`src/hw/t0ap_defs.svh`:
```
// Constants for the terminal-side T=0 command transport controller.
// Assumes a byte link to the card that is already framed and error-checked.
`ifndef T0AP_DEFS_SVH
`define T0AP_DEFS_SVH
`define T0AP_HDR_LAST 3'h4
`define T0AP_INS_GETRESP 8'hC0
`define T0AP_PB_NULL 8'h60
`define T0AP_SW1_MORE 8'h61
`define T0AP_SW1_WRONGLE 8'h6C
`define T0AP_SW1_WARN0 8'h62
`define T0AP_SW1_WARN1 8'h63
`define T0AP_SW1_OK 8'h90
`define T0AP_SW2_OK 8'h00
`define T0AP_NIB_PROC 4'h6
`define T0AP_NIB_APP 4'h9
`define T0AP_LEN_ZERO 8'h00
`define T0AP_LEN_MAX 9'h100
`endif

```
`src/hw/t0ap_pkg.sv`:
```
// Types shared by the T=0 transport controller.
// Assumes t0ap_defs.svh is included by the design file for the numbers.
package t0ap_pkg;
	typedef enum logic [1:0] {
		T0AP_C1 = 2'b00,
		T0AP_C2 = 2'b01,
		T0AP_C3 = 2'b10,
		T0AP_C4 = 2'b11
	} t0ap_case_t;
	typedef enum logic [2:0] {
		T0AP_IDLE = 3'b000,
		T0AP_HDR = 3'b001,
		T0AP_PROC = 3'b010,
		T0AP_TXD = 3'b011,
		T0AP_RXD = 3'b100,
		T0AP_SW2 = 3'b101
	} t0ap_state_t;
	typedef struct packed {
		logic [7:0] cla; // Class byte
		logic [7:0] ins; // Instruction byte
		logic [7:0] p1; // Parameter 1
		logic [7:0] p2; // Parameter 2
		logic [7:0] p3; // Length byte
	} t0ap_hdr_t;
	typedef struct packed {
		t0ap_case_t kase; // Command case
		logic [7:0] cla; // Class byte
		logic [7:0] ins; // Instruction byte
		logic [7:0] p1; // Parameter 1
		logic [7:0] p2; // Parameter 2
		logic [7:0] lc; // Command data length
		logic [7:0] le; // Expected length, zero means 256
	} t0ap_req_t;
	typedef struct packed {
		logic [7:0] sw1; // First status byte
		logic [7:0] sw2; // Second status byte
	} t0ap_sw_t;
endpackage : t0ap_pkg

```
`src/hw/t0ap_transport.sv`:
```
// Terminal transport layer for T=0: header, data, status and data retrieval.
// Assumes byte links on mclk; card bytes arrive already framed, one per pulse.
`timescale 1ns/1ps
`include "t0ap_defs.svh"
module t0ap_transport (
	input wire logic mclk, // 40 MHz clock
	input wire logic reset_n, // Async reset, active low
	input wire logic req_valid, // Command offered
	output logic req_ready, // Command taken when idle
	input wire t0ap_pkg::t0ap_req_t req, // Command fields
	input wire logic [7:0] cmd_data, // Command data byte
	input wire logic cmd_data_valid, // Command data byte offered
	output logic cmd_data_ready, // Command data byte taken
	output logic [7:0] rsp_data, // Response body byte
	output logic rsp_data_valid, // Response byte pulse
	output t0ap_pkg::t0ap_sw_t rsp_sw, // Final status
	output logic rsp_done, // Command finished pulse
	output logic rsp_err, // Bad command length with done
	output logic [7:0] tx_byte, // Byte to card
	output logic tx_valid, // Byte to card held
	input wire logic tx_ready, // Card link accepts byte
	input wire logic [7:0] rx_byte, // Byte from card
	input wire logic rx_valid // Byte from card pulse
);
	t0ap_pkg::t0ap_state_t state, next_state; // Sequencer state
	t0ap_pkg::t0ap_hdr_t hdr, next_hdr; // Header in flight, kept for resend
	t0ap_pkg::t0ap_case_t kase, next_kase; // Case of the header in flight
	logic [2:0] idx, next_idx; // Header byte index
	logic [7:0] send_left, next_send_left; // Command bytes still to send
	logic [8:0] rx_left, next_rx_left; // Response bytes still expected
	logic burst, next_burst; // Send all remaining bytes
	logic single, next_single; // One byte only under inverted INS
	logic data_done, next_data_done; // Case 3 or 4 data fully sent
	logic [7:0] sw1, next_sw1; // First status byte seen
	logic [7:0] next_tx_byte; // Next byte to card
	logic next_tx_valid; // Next byte valid
	logic [7:0] next_rsp_data; // Next response byte
	logic next_rsp_data_valid; // Next response pulse
	t0ap_pkg::t0ap_sw_t next_rsp_sw; // Next status
	logic next_rsp_done; // Next done pulse
	logic next_rsp_err; // Next error flag
	logic tx_take; // Card link took a byte
	logic bad_len; // Case 3/4 with zero length
	logic retrieve; // Case 4 status that still owes data

	// Header byte picker, used while sending the header
	function automatic logic [7:0] hdr_byte(input t0ap_pkg::t0ap_hdr_t h, input logic [2:0] i);
		case (i)
			3'h0: hdr_byte = h.cla;
			3'h1: hdr_byte = h.ins;
			3'h2: hdr_byte = h.p1;
			3'h3: hdr_byte = h.p2;
			default: hdr_byte = h.p3;
		endcase
	endfunction : hdr_byte

	// Zero length byte stands for 256
	function automatic logic [8:0] len_of(input logic [7:0] b);
		len_of = (b == `T0AP_LEN_ZERO) ? `T0AP_LEN_MAX : {1'b0, b};
	endfunction : len_of

	assign tx_take = tx_valid && tx_ready;
	assign req_ready = (state == t0ap_pkg::T0AP_IDLE);
	assign bad_len = (req.kase == t0ap_pkg::T0AP_C3 || req.kase == t0ap_pkg::T0AP_C4)
		&& req.lc == `T0AP_LEN_ZERO;
	// Data is pulled only when the link slot is free, so one byte is in flight
	assign cmd_data_ready = (state == t0ap_pkg::T0AP_TXD) && !tx_valid && send_left != 8'h00;
	// Warning or application status other than 9000 after case 4 data still owes response data
	assign retrieve = kase == t0ap_pkg::T0AP_C4 && data_done
		&& (sw1 == `T0AP_SW1_WARN0 || sw1 == `T0AP_SW1_WARN1
		|| (sw1[7:4] == `T0AP_NIB_APP && !(sw1 == `T0AP_SW1_OK && rx_byte == `T0AP_SW2_OK)));

	// Next-state logic for the whole exchange
	always_comb begin
		next_state = state;
		next_hdr = hdr;
		next_kase = kase;
		next_idx = idx;
		next_send_left = send_left;
		next_rx_left = rx_left;
		next_burst = burst;
		next_single = single;
		next_data_done = data_done;
		next_sw1 = sw1;
		next_tx_byte = tx_byte;
		next_tx_valid = tx_valid && !tx_ready;
		next_rsp_data = rsp_data;
		next_rsp_data_valid = 1'b0;
		next_rsp_sw = rsp_sw;
		next_rsp_done = 1'b0;
		next_rsp_err = rsp_err;
		case (state)
			t0ap_pkg::T0AP_IDLE: begin
				if (req_valid) begin // New command
					next_rsp_err = 1'b0;
					next_kase = req.kase;
					next_hdr = {req.cla, req.ins, req.p1, req.p2, `T0AP_LEN_ZERO};
					next_send_left = 8'h00;
					next_rx_left = 9'h000;
					next_data_done = 1'b0;
					next_idx = 3'h0;
					if (bad_len) begin // Refused, nothing reaches the card
						next_rsp_err = 1'b1;
						next_rsp_done = 1'b1;
					end else begin
						next_state = t0ap_pkg::T0AP_HDR;
						if (req.kase == t0ap_pkg::T0AP_C2) begin // Le carried as is
							next_hdr.p3 = req.le;
							next_rx_left = len_of(req.le);
						end else if (req.kase != t0ap_pkg::T0AP_C1) begin
							next_hdr.p3 = req.lc;
							next_send_left = req.lc;
						end
					end
				end
			end
			t0ap_pkg::T0AP_HDR: begin
				if (!tx_valid) begin // Load next header byte
					next_tx_byte = hdr_byte(hdr, idx);
					next_tx_valid = 1'b1;
				end else if (tx_ready) begin
					next_idx = idx + 3'h1;
					if (idx == `T0AP_HDR_LAST) begin // Header out, await card
						next_idx = 3'h0;
						next_state = t0ap_pkg::T0AP_PROC;
					end
				end
			end
			t0ap_pkg::T0AP_PROC: begin
				if (rx_valid) begin
					if (rx_byte == `T0AP_PB_NULL) begin // Card asks for patience
						next_state = t0ap_pkg::T0AP_PROC;
					end else if (rx_byte == hdr.ins || rx_byte == ~hdr.ins) begin
						next_burst = (rx_byte == hdr.ins);
						next_single = (rx_byte != hdr.ins);
						if (send_left != 8'h00) begin
							next_state = t0ap_pkg::T0AP_TXD;
						end else if (rx_left != 9'h000) begin
							next_state = t0ap_pkg::T0AP_RXD;
						end
					end else if (rx_byte[7:4] == `T0AP_NIB_PROC
						|| rx_byte[7:4] == `T0AP_NIB_APP) begin // Status ends data phase
						next_sw1 = rx_byte;
						next_state = t0ap_pkg::T0AP_SW2;
					end
				end
			end
			t0ap_pkg::T0AP_TXD: begin
				if (cmd_data_ready && cmd_data_valid) begin // Take one command byte
					next_tx_byte = cmd_data;
					next_tx_valid = 1'b1;
				end else if (tx_take) begin
					next_send_left = send_left - 8'h01;
					if (send_left == 8'h01) begin
						next_data_done = 1'b1;
					end
					if (!burst || send_left == 8'h01) begin
						next_state = t0ap_pkg::T0AP_PROC;
					end
				end
			end
			t0ap_pkg::T0AP_RXD: begin
				if (rx_valid) begin // Body byte to the application
					next_rsp_data = rx_byte;
					next_rsp_data_valid = 1'b1;
					next_rx_left = rx_left - 9'h001;
					if (single || rx_left == 9'h001) begin
						next_state = t0ap_pkg::T0AP_PROC;
					end
				end
			end
			t0ap_pkg::T0AP_SW2: begin
				if (rx_valid) begin
					next_state = t0ap_pkg::T0AP_HDR;
					next_send_left = 8'h00;
					if (sw1 == `T0AP_SW1_MORE) begin // Fetch the rest, swallowed here
						next_hdr = {hdr.cla, `T0AP_INS_GETRESP, 8'h00, 8'h00, rx_byte};
						next_rx_left = len_of(rx_byte);
						next_kase = t0ap_pkg::T0AP_C2;
					end else if (sw1 == `T0AP_SW1_WRONGLE) begin // Same header, new length
						next_hdr.p3 = rx_byte;
						next_rx_left = len_of(rx_byte);
					end else if (retrieve) begin // Data still owed after case 4
						next_hdr = {hdr.cla, `T0AP_INS_GETRESP, 8'h00, 8'h00, `T0AP_LEN_ZERO};
						next_rx_left = `T0AP_LEN_MAX;
						next_kase = t0ap_pkg::T0AP_C2;
					end else begin // Final status goes up unchanged
						next_rsp_sw = {sw1, rx_byte};
						next_rsp_done = 1'b1;
						next_state = t0ap_pkg::T0AP_IDLE;
					end
				end
			end
			default: next_state = t0ap_pkg::T0AP_IDLE;
		endcase
	end

	// State and output registers
	always_ff @(posedge mclk or negedge reset_n) begin
		if (!reset_n) begin
			state <= t0ap_pkg::T0AP_IDLE;
			hdr <= '0;
			kase <= t0ap_pkg::T0AP_C1;
			idx <= 3'h0;
			send_left <= 8'h00;
			rx_left <= 9'h000;
			burst <= 1'b0;
			single <= 1'b0;
			data_done <= 1'b0;
			sw1 <= 8'h00;
			tx_byte <= 8'h00;
			tx_valid <= 1'b0;
			rsp_data <= 8'h00;
			rsp_data_valid <= 1'b0;
			rsp_sw <= '0;
			rsp_done <= 1'b0;
			rsp_err <= 1'b0;
		end else begin
			state <= next_state;
			hdr <= next_hdr;
			kase <= next_kase;
			idx <= next_idx;
			send_left <= next_send_left;
			rx_left <= next_rx_left;
			burst <= next_burst;
			single <= next_single;
			data_done <= next_data_done;
			sw1 <= next_sw1;
			tx_byte <= next_tx_byte;
			tx_valid <= next_tx_valid;
			rsp_data <= next_rsp_data;
			rsp_data_valid <= next_rsp_data_valid;
			rsp_sw <= next_rsp_sw;
			rsp_done <= next_rsp_done;
			rsp_err <= next_rsp_err;
		end
	end
endmodule : t0ap_transport

```
`config.mk`:
```
export PLATFORM = sky130hd
export DESIGN_NAME = t0ap_transport
export DESIGN_NICKNAME = d
export VERILOG_FILES = /design/src/hw/t0ap_pkg.sv /design/src/hw/t0ap_transport.sv
export VERILOG_INCLUDE_DIRS = /design/src /design/src/hw
export SDC_FILE = /design/constraint.sdc
export NUM_CORES = 1
export LEC_CHECK = 0
export ABC_AREA = 1
export BUFFER_PORTS_ARGS = -buffer_cell sky130_fd_sc_hd__buf_4
export CAP_MARGIN = 20
export CORE_ASPECT_RATIO = 1.75
export CORE_UTILIZATION = 25
export DETAILED_ROUTE_END_ITERATION = 10
export HOLD_SLACK_MARGIN = 0.08
export PLACE_DENSITY = 0.44
export SLEW_MARGIN = 20
export SYNTH_ARGS = -nofsm -noshare
export SYNTH_HDL_FRONTEND = slang
export SYNTH_SLANG_ARGS = --single-unit
```
`constraint.sdc`:
```
create_clock -name mclk -period 3.8 [get_ports mclk]
set_input_delay 0.38 -clock mclk [delete_from_list [all_inputs] [get_ports mclk]]
set_output_delay 0.38 -clock mclk [all_outputs]
set_load 0.05 [all_outputs]
```
# Yosys cells after proc, flatten, opt, wreduce, memory -nomap -nowiden
# Index checks and enable logic that the tools add are counted.
# totals
reg_bits,112
in_bits,72
out_inout_bits,38
wordCells,209
# op_classes
n_addsub,3
n_eq_ne,47
muxes,81
n_bitwise,7
reduce_logical,49
# op_table
operator,n
$mux 40,3
$mux 8,12
$mux 9,10
$pmux 40 s2,1
$mux 32,2
$mux 3,21
$eq 8x7->1 const B,5
$pmux 8 s4,1
$reduce_and 5->1,6
$pmux 9 s3,1
$logic_not 8->1,3
$ne 2x2->1 const B,12
$pmux 8 s3,1
$pmux 3 s6,1
$mux 1,17
$eq 8x8->1,2
$pmux 8 s2,1
$reduce_and 14->1,1
$eq 3x2->1 const B,4
$reduce_and 4->1,3
$logic_and 1x1->1,10
$mux 2,5
$reduce_bool 2->1,5
$eq 3x3->1 const B,3
29 further kinds,57

# Depth between registers and ports, before layout
# logic_depth
depth_word,11
mapped_depth,13
mapped_depth_nobuf,13

# Least setup slack after synthesis
# Ideal clock, no wire load.
# synth_timing
path_kind,register to register
startpoint,register state[2]
endpoint,register tx_byte[5]
setup_time_ps,82
t_arrival_ps,1880
required_ps,3718
slack_ps,1839
stages_incl_launch_ff,11
path_buffers,1
synth_period_minus_slack_ps,1961
path_cell_list,dfrtp_1 > inv_2 > nand2_4 > nor2_8 > inv_2 > nor3_4 > nand2_2 > nand2_4 > buf_6 > nor2_1 > a31oi_1
# synth_between
elab_chain_cells,6
elab_cells_between_ends,10
# synth_lines
element,line_no,rtl
from (decl),t0ap_transport.sv:25,"t0ap_pkg::t0ap_state_t state, next_state;"
from (signal assigned),t0ap_transport.sv:201,state <= t0ap_pkg::T0AP_IDLE;
from (signal assigned),t0ap_transport.sv:219,state <= next_state;
$eq 3x2->1,t0ap_transport.sv:67,assign cmd_data_ready = (state == t0ap_pkg::T0AP_TXD) && !tx_valid && send_left != 8'h00;
$logic_and 1x1->1 (2 in a row),t0ap_transport.sv:67,
net cmd_data_ready,t0ap_transport.sv:13,"output logic cmd_data_ready,"
$logic_and 1x1->1,t0ap_transport.sv:149,if (cmd_data_ready && cmd_data_valid) begin
$ne 2x1->1 (no line),--,
$reduce_and 3->1 (no line),--,
to (signal assigned),t0ap_transport.sv:229,tx_byte <= next_tx_byte;
to (decl),t0ap_transport.sv:19,"output logic [7:0] tx_byte,"
# The timed path passes the listed nets, and every way through them passes these cells.
# A chain may end at the register's enable or synchronous reset.

# Worst setup path in the final report
# layout_timing
startpoint,register state[0]
endpoint,register hdr[15] in the netlist's numbering
# layout_between
elab_chain_cells,3
elab_cells_between_ends,9
# layout_lines
element,line_no,rtl
$eq 3x3->1 / $logic_not 3->1 (equally long branches),t0ap_transport.sv:92,case (state)
$ne 3x3->1 (no line) (tied with other cells),--,
$reduce_and 5->1 (no line),--,
to (signal assigned),t0ap_transport.sv:220,hdr <= next_hdr;
to (decl),t0ap_transport.sv:26,"t0ap_pkg::t0ap_hdr_t hdr, next_hdr;"
# Several ways; a longest one is shown, not always the timed one.

==> results.cfg <==
[floorplanning]
die_h_um = 212.0
die_x_um = 122.0
start_util_pct = 25.57
die-area_mm2 = 0.02585
io_pins = 110
row_count = 76
core-area_mm2 = 0.02463

[global_routing]
grt_pass1_wl_mm = 33.72
grt_max_degree = 67
track_usage_pct = 17.59
grt_pass1_vias = 5943
antenna_found_initial = 0
overflow = 0

[outcome]
status = completed

[clocking]
clk_latency_ns = 0.37
cts_made_buffers = 9
cts_resized = 0
clk_pin_slew_ns = 0.08
cts_sinks = 112
clockBufferDepth = 2
cts_root_buf = clkbuf_16
ctsHoldBuffers = 0
cts_tree = done
h-tree-depth = 3
cts_setup_buffers = 0

[synthesis]
yosysSeqAreaShare_pct = 44.51
synth_ff_type = dfrtp_1
synth_edf_count = 0
netlist-cell-type-count = 44
synth_cells = 868
ys_ff_latch = 112
ys_warn_count = 0
mappedNetlistArea_mm2 = 0.006297
syn-num-nets = 950
postSynthAreaPerCell_um2 = 7.255
async_reset_ff_share_pct = 100.0

[placed_design]
dpl.hpwl_mm = 16.70
pre_cts_ws_ns = 1.172
place.gp.congestion = 0.8128
port_buffers = 109

[route]
routedWlPerCell_um = 16.86
vias = 6013
wl_mm = 21.50
viasPerCell = 4.716
drt-initial-drc-count = 441
drt_first_pass_iters = 5
drt_drc_violations_left = 0
ant_nets = 0

[worst_setup_path]
slowest_stage = nand2_2
cp-end-kind = flop
worstPathRequired_ns = 4.07
worst-path-max-fanout = 52
crit_type = flop to flop
crit_chain = nor2_2, nand2_1, a21oi_2, nand2_2, o21ai_1
worst_path_largest_cell_delay_ns = 0.64
worst_setup_path_start_kind = flop
arrival_ns = 2.91

[timing]
hold_viol = 0
period_share_pct = 69.34
min_period_ns = 2.635
setup_ws_ns = 1.165
skew_ns = 0.01073
setup-violations-final = 0
drv_slew = 0
max-slew-margin-rel_pct = 38.15
fmaxAchievable_mhz = 379.5
worst_slew_pin_slew_ns = 0.9277
grt_setup_unrepaired = no
final.setup.tns_ns = 0

[run]
max_cap_viol_count = 0

[cells_and_area]
n_antenna_cell = 0
finalNetCount = 1040
area_growth_pct = 21.96
drive_above_1_share_pct = 15.78

[pwr]
ir_drop_mv = 0.3120
pwr_density_cell_mw_per_mm2 = 804.5
leakage_uw = 0.003963

[min_path]
min_path_type = input port to asynchronous set/reset pin
## final timing paths
check,cells after the start,slack [ns],to,start
max,5,1.17,hdr[15],state[0]
min,1,0.12,hdr[33],reset_n
max reg2reg,5,1.17,hdr[15],state[0]
min reg2reg,2,0.47,rsp_sw[0],rsp_sw[0]
max in group asynchronous,2,2.89,rsp_sw[13],reset_n
min in group mclk,2,0.22,tx_valid,tx_ready
## worst max-delay path: cells and delay by family, from the launching register on
family,cells,cell delay (ns)
DFF,1,0.50
AOI/OAI and AO/OA,2,0.88
and+or+nand+nor,3,1.15
## through the flow
step | cells | hold WS [ns] | total power, uW | area (um2) | utilization, %
after floorplan | 868 | 0.08441 | 4298 | 6297 | -
after global placement | 1259 | 0.4569 | 5248 | 7387 | 29.99
after detailed placement | 1259 | 0.4625 | 5264 | 7387 | 29.99
after CTS | 1275 | 0.1785 | 6258 | 7680 | 31.18
after global routing | 1275 | 0.2093 | 6724 | 7680 | 31.18
final | 1275 | 0.1240 | 6179 | 7680 | 31.18
## cells in the final DEF (no fill, tap or decap), types with 2 or more instances in the layout
master / count
dfrtp_1: 112
o22ai_1: 2
nand3_1: 95
nand3_2: 2
ha_1: 10
o211ai_1: 2
or2_1: 2
a21oi_1: 9
nand2_2: 4
o31ai_1: 2
nand2_4: 3
o221ai_1: 8
nand2_1: 332
nor4_1: 2
nand3b_1: 2
o21bai_1: 3
a31oi_1: 9
nor2_1: 58
inv_2: 9
nor3_1: 3
inv_1: 54
buf_4: 111
o21ai_1: 38
o211a_1: 4
clkbuf_16: 9
o21ai_0: 47
nand4_1: 5
a22o_1: 5
inv_6: 2
## power by group
part	internal [uW]	switching, uW	total, uW
registers	1690	390	2080
clock network	476	489	965
logic	965	2170	3140
total	3130	3050	6180
## cell usage after synthesis (3+ instances only)
cell type | count | area [um2]
a21oi_1 | 9 | 45.04
a22o_1 | 5 | 43.79
a31oi_1 | 9 | 56.30
buf_2 | 12 | 60.06
clkbuf_1 | 16 | 60.06
dfrtp_1 | 112 | 2803
ha_1 | 10 | 125.1
inv_1 | 54 | 202.7
inv_2 | 9 | 33.78
nand2_1 | 332 | 1246
nand2_2 | 4 | 25.02
nand2_4 | 3 | 33.78
nand3_1 | 95 | 475.5
nand4_1 | 5 | 31.28
nor2_1 | 58 | 217.7
nor3_1 | 3 | 15.01
o211a_1 | 4 | 40.04
o21ai_0 | 47 | 235.2
o21ai_1 | 38 | 190.2
o21bai_1 | 3 | 22.52
o221ai_1 | 8 | 70.07
## layer usage
metal / vias up / track usage [%] / wire [um]
met5: - / 0 / 0
met4: 0 / 5.875 / 390
met3: 16 / 2.478 / 590
met2: 133 / 32.81 / 11720
met1: 2858 / 19.97 / 8792
li1: 3006 / - / -
## cells by family (layout without fill, tap and decap cells)
family	after synthesis	after routing	share of synthesized area [%]
xor gates and xnor gates	2	2	0.2782
DFF	112	112	44.51
AOI/OAI and AO/OA	132	132	12.24
and+or+nand+nor	515	515	34.73
adders and majority gates	10	10	1.987
buffers and inverters	97	192	6.259
## state kept, by name (all words and copies together) (netlist names)
name	flops
burst	1
data_done	1
hdr	40
idx	3
kase	2
rsp_data	8
rsp_data_valid	1
rsp_done	1
rsp_err	1
rsp_sw	16
rx_left	9
send_left	8
single	1
state	3
sw1	8
tx_byte	8
tx_valid	1
## area by class of cell
type / instances / area, um2
sequential: 112 / 2803
clock inverter: 5 / 50.05
fill: 2702 / 16950
tap: 312 / 390.4
inverter: 64 / 240.2
multi-input combinational: 659 / 3100
clock buffer: 11 / 242.7
timing repair buffer: 112 / 853.3
(Power assumes the default switching activity.)
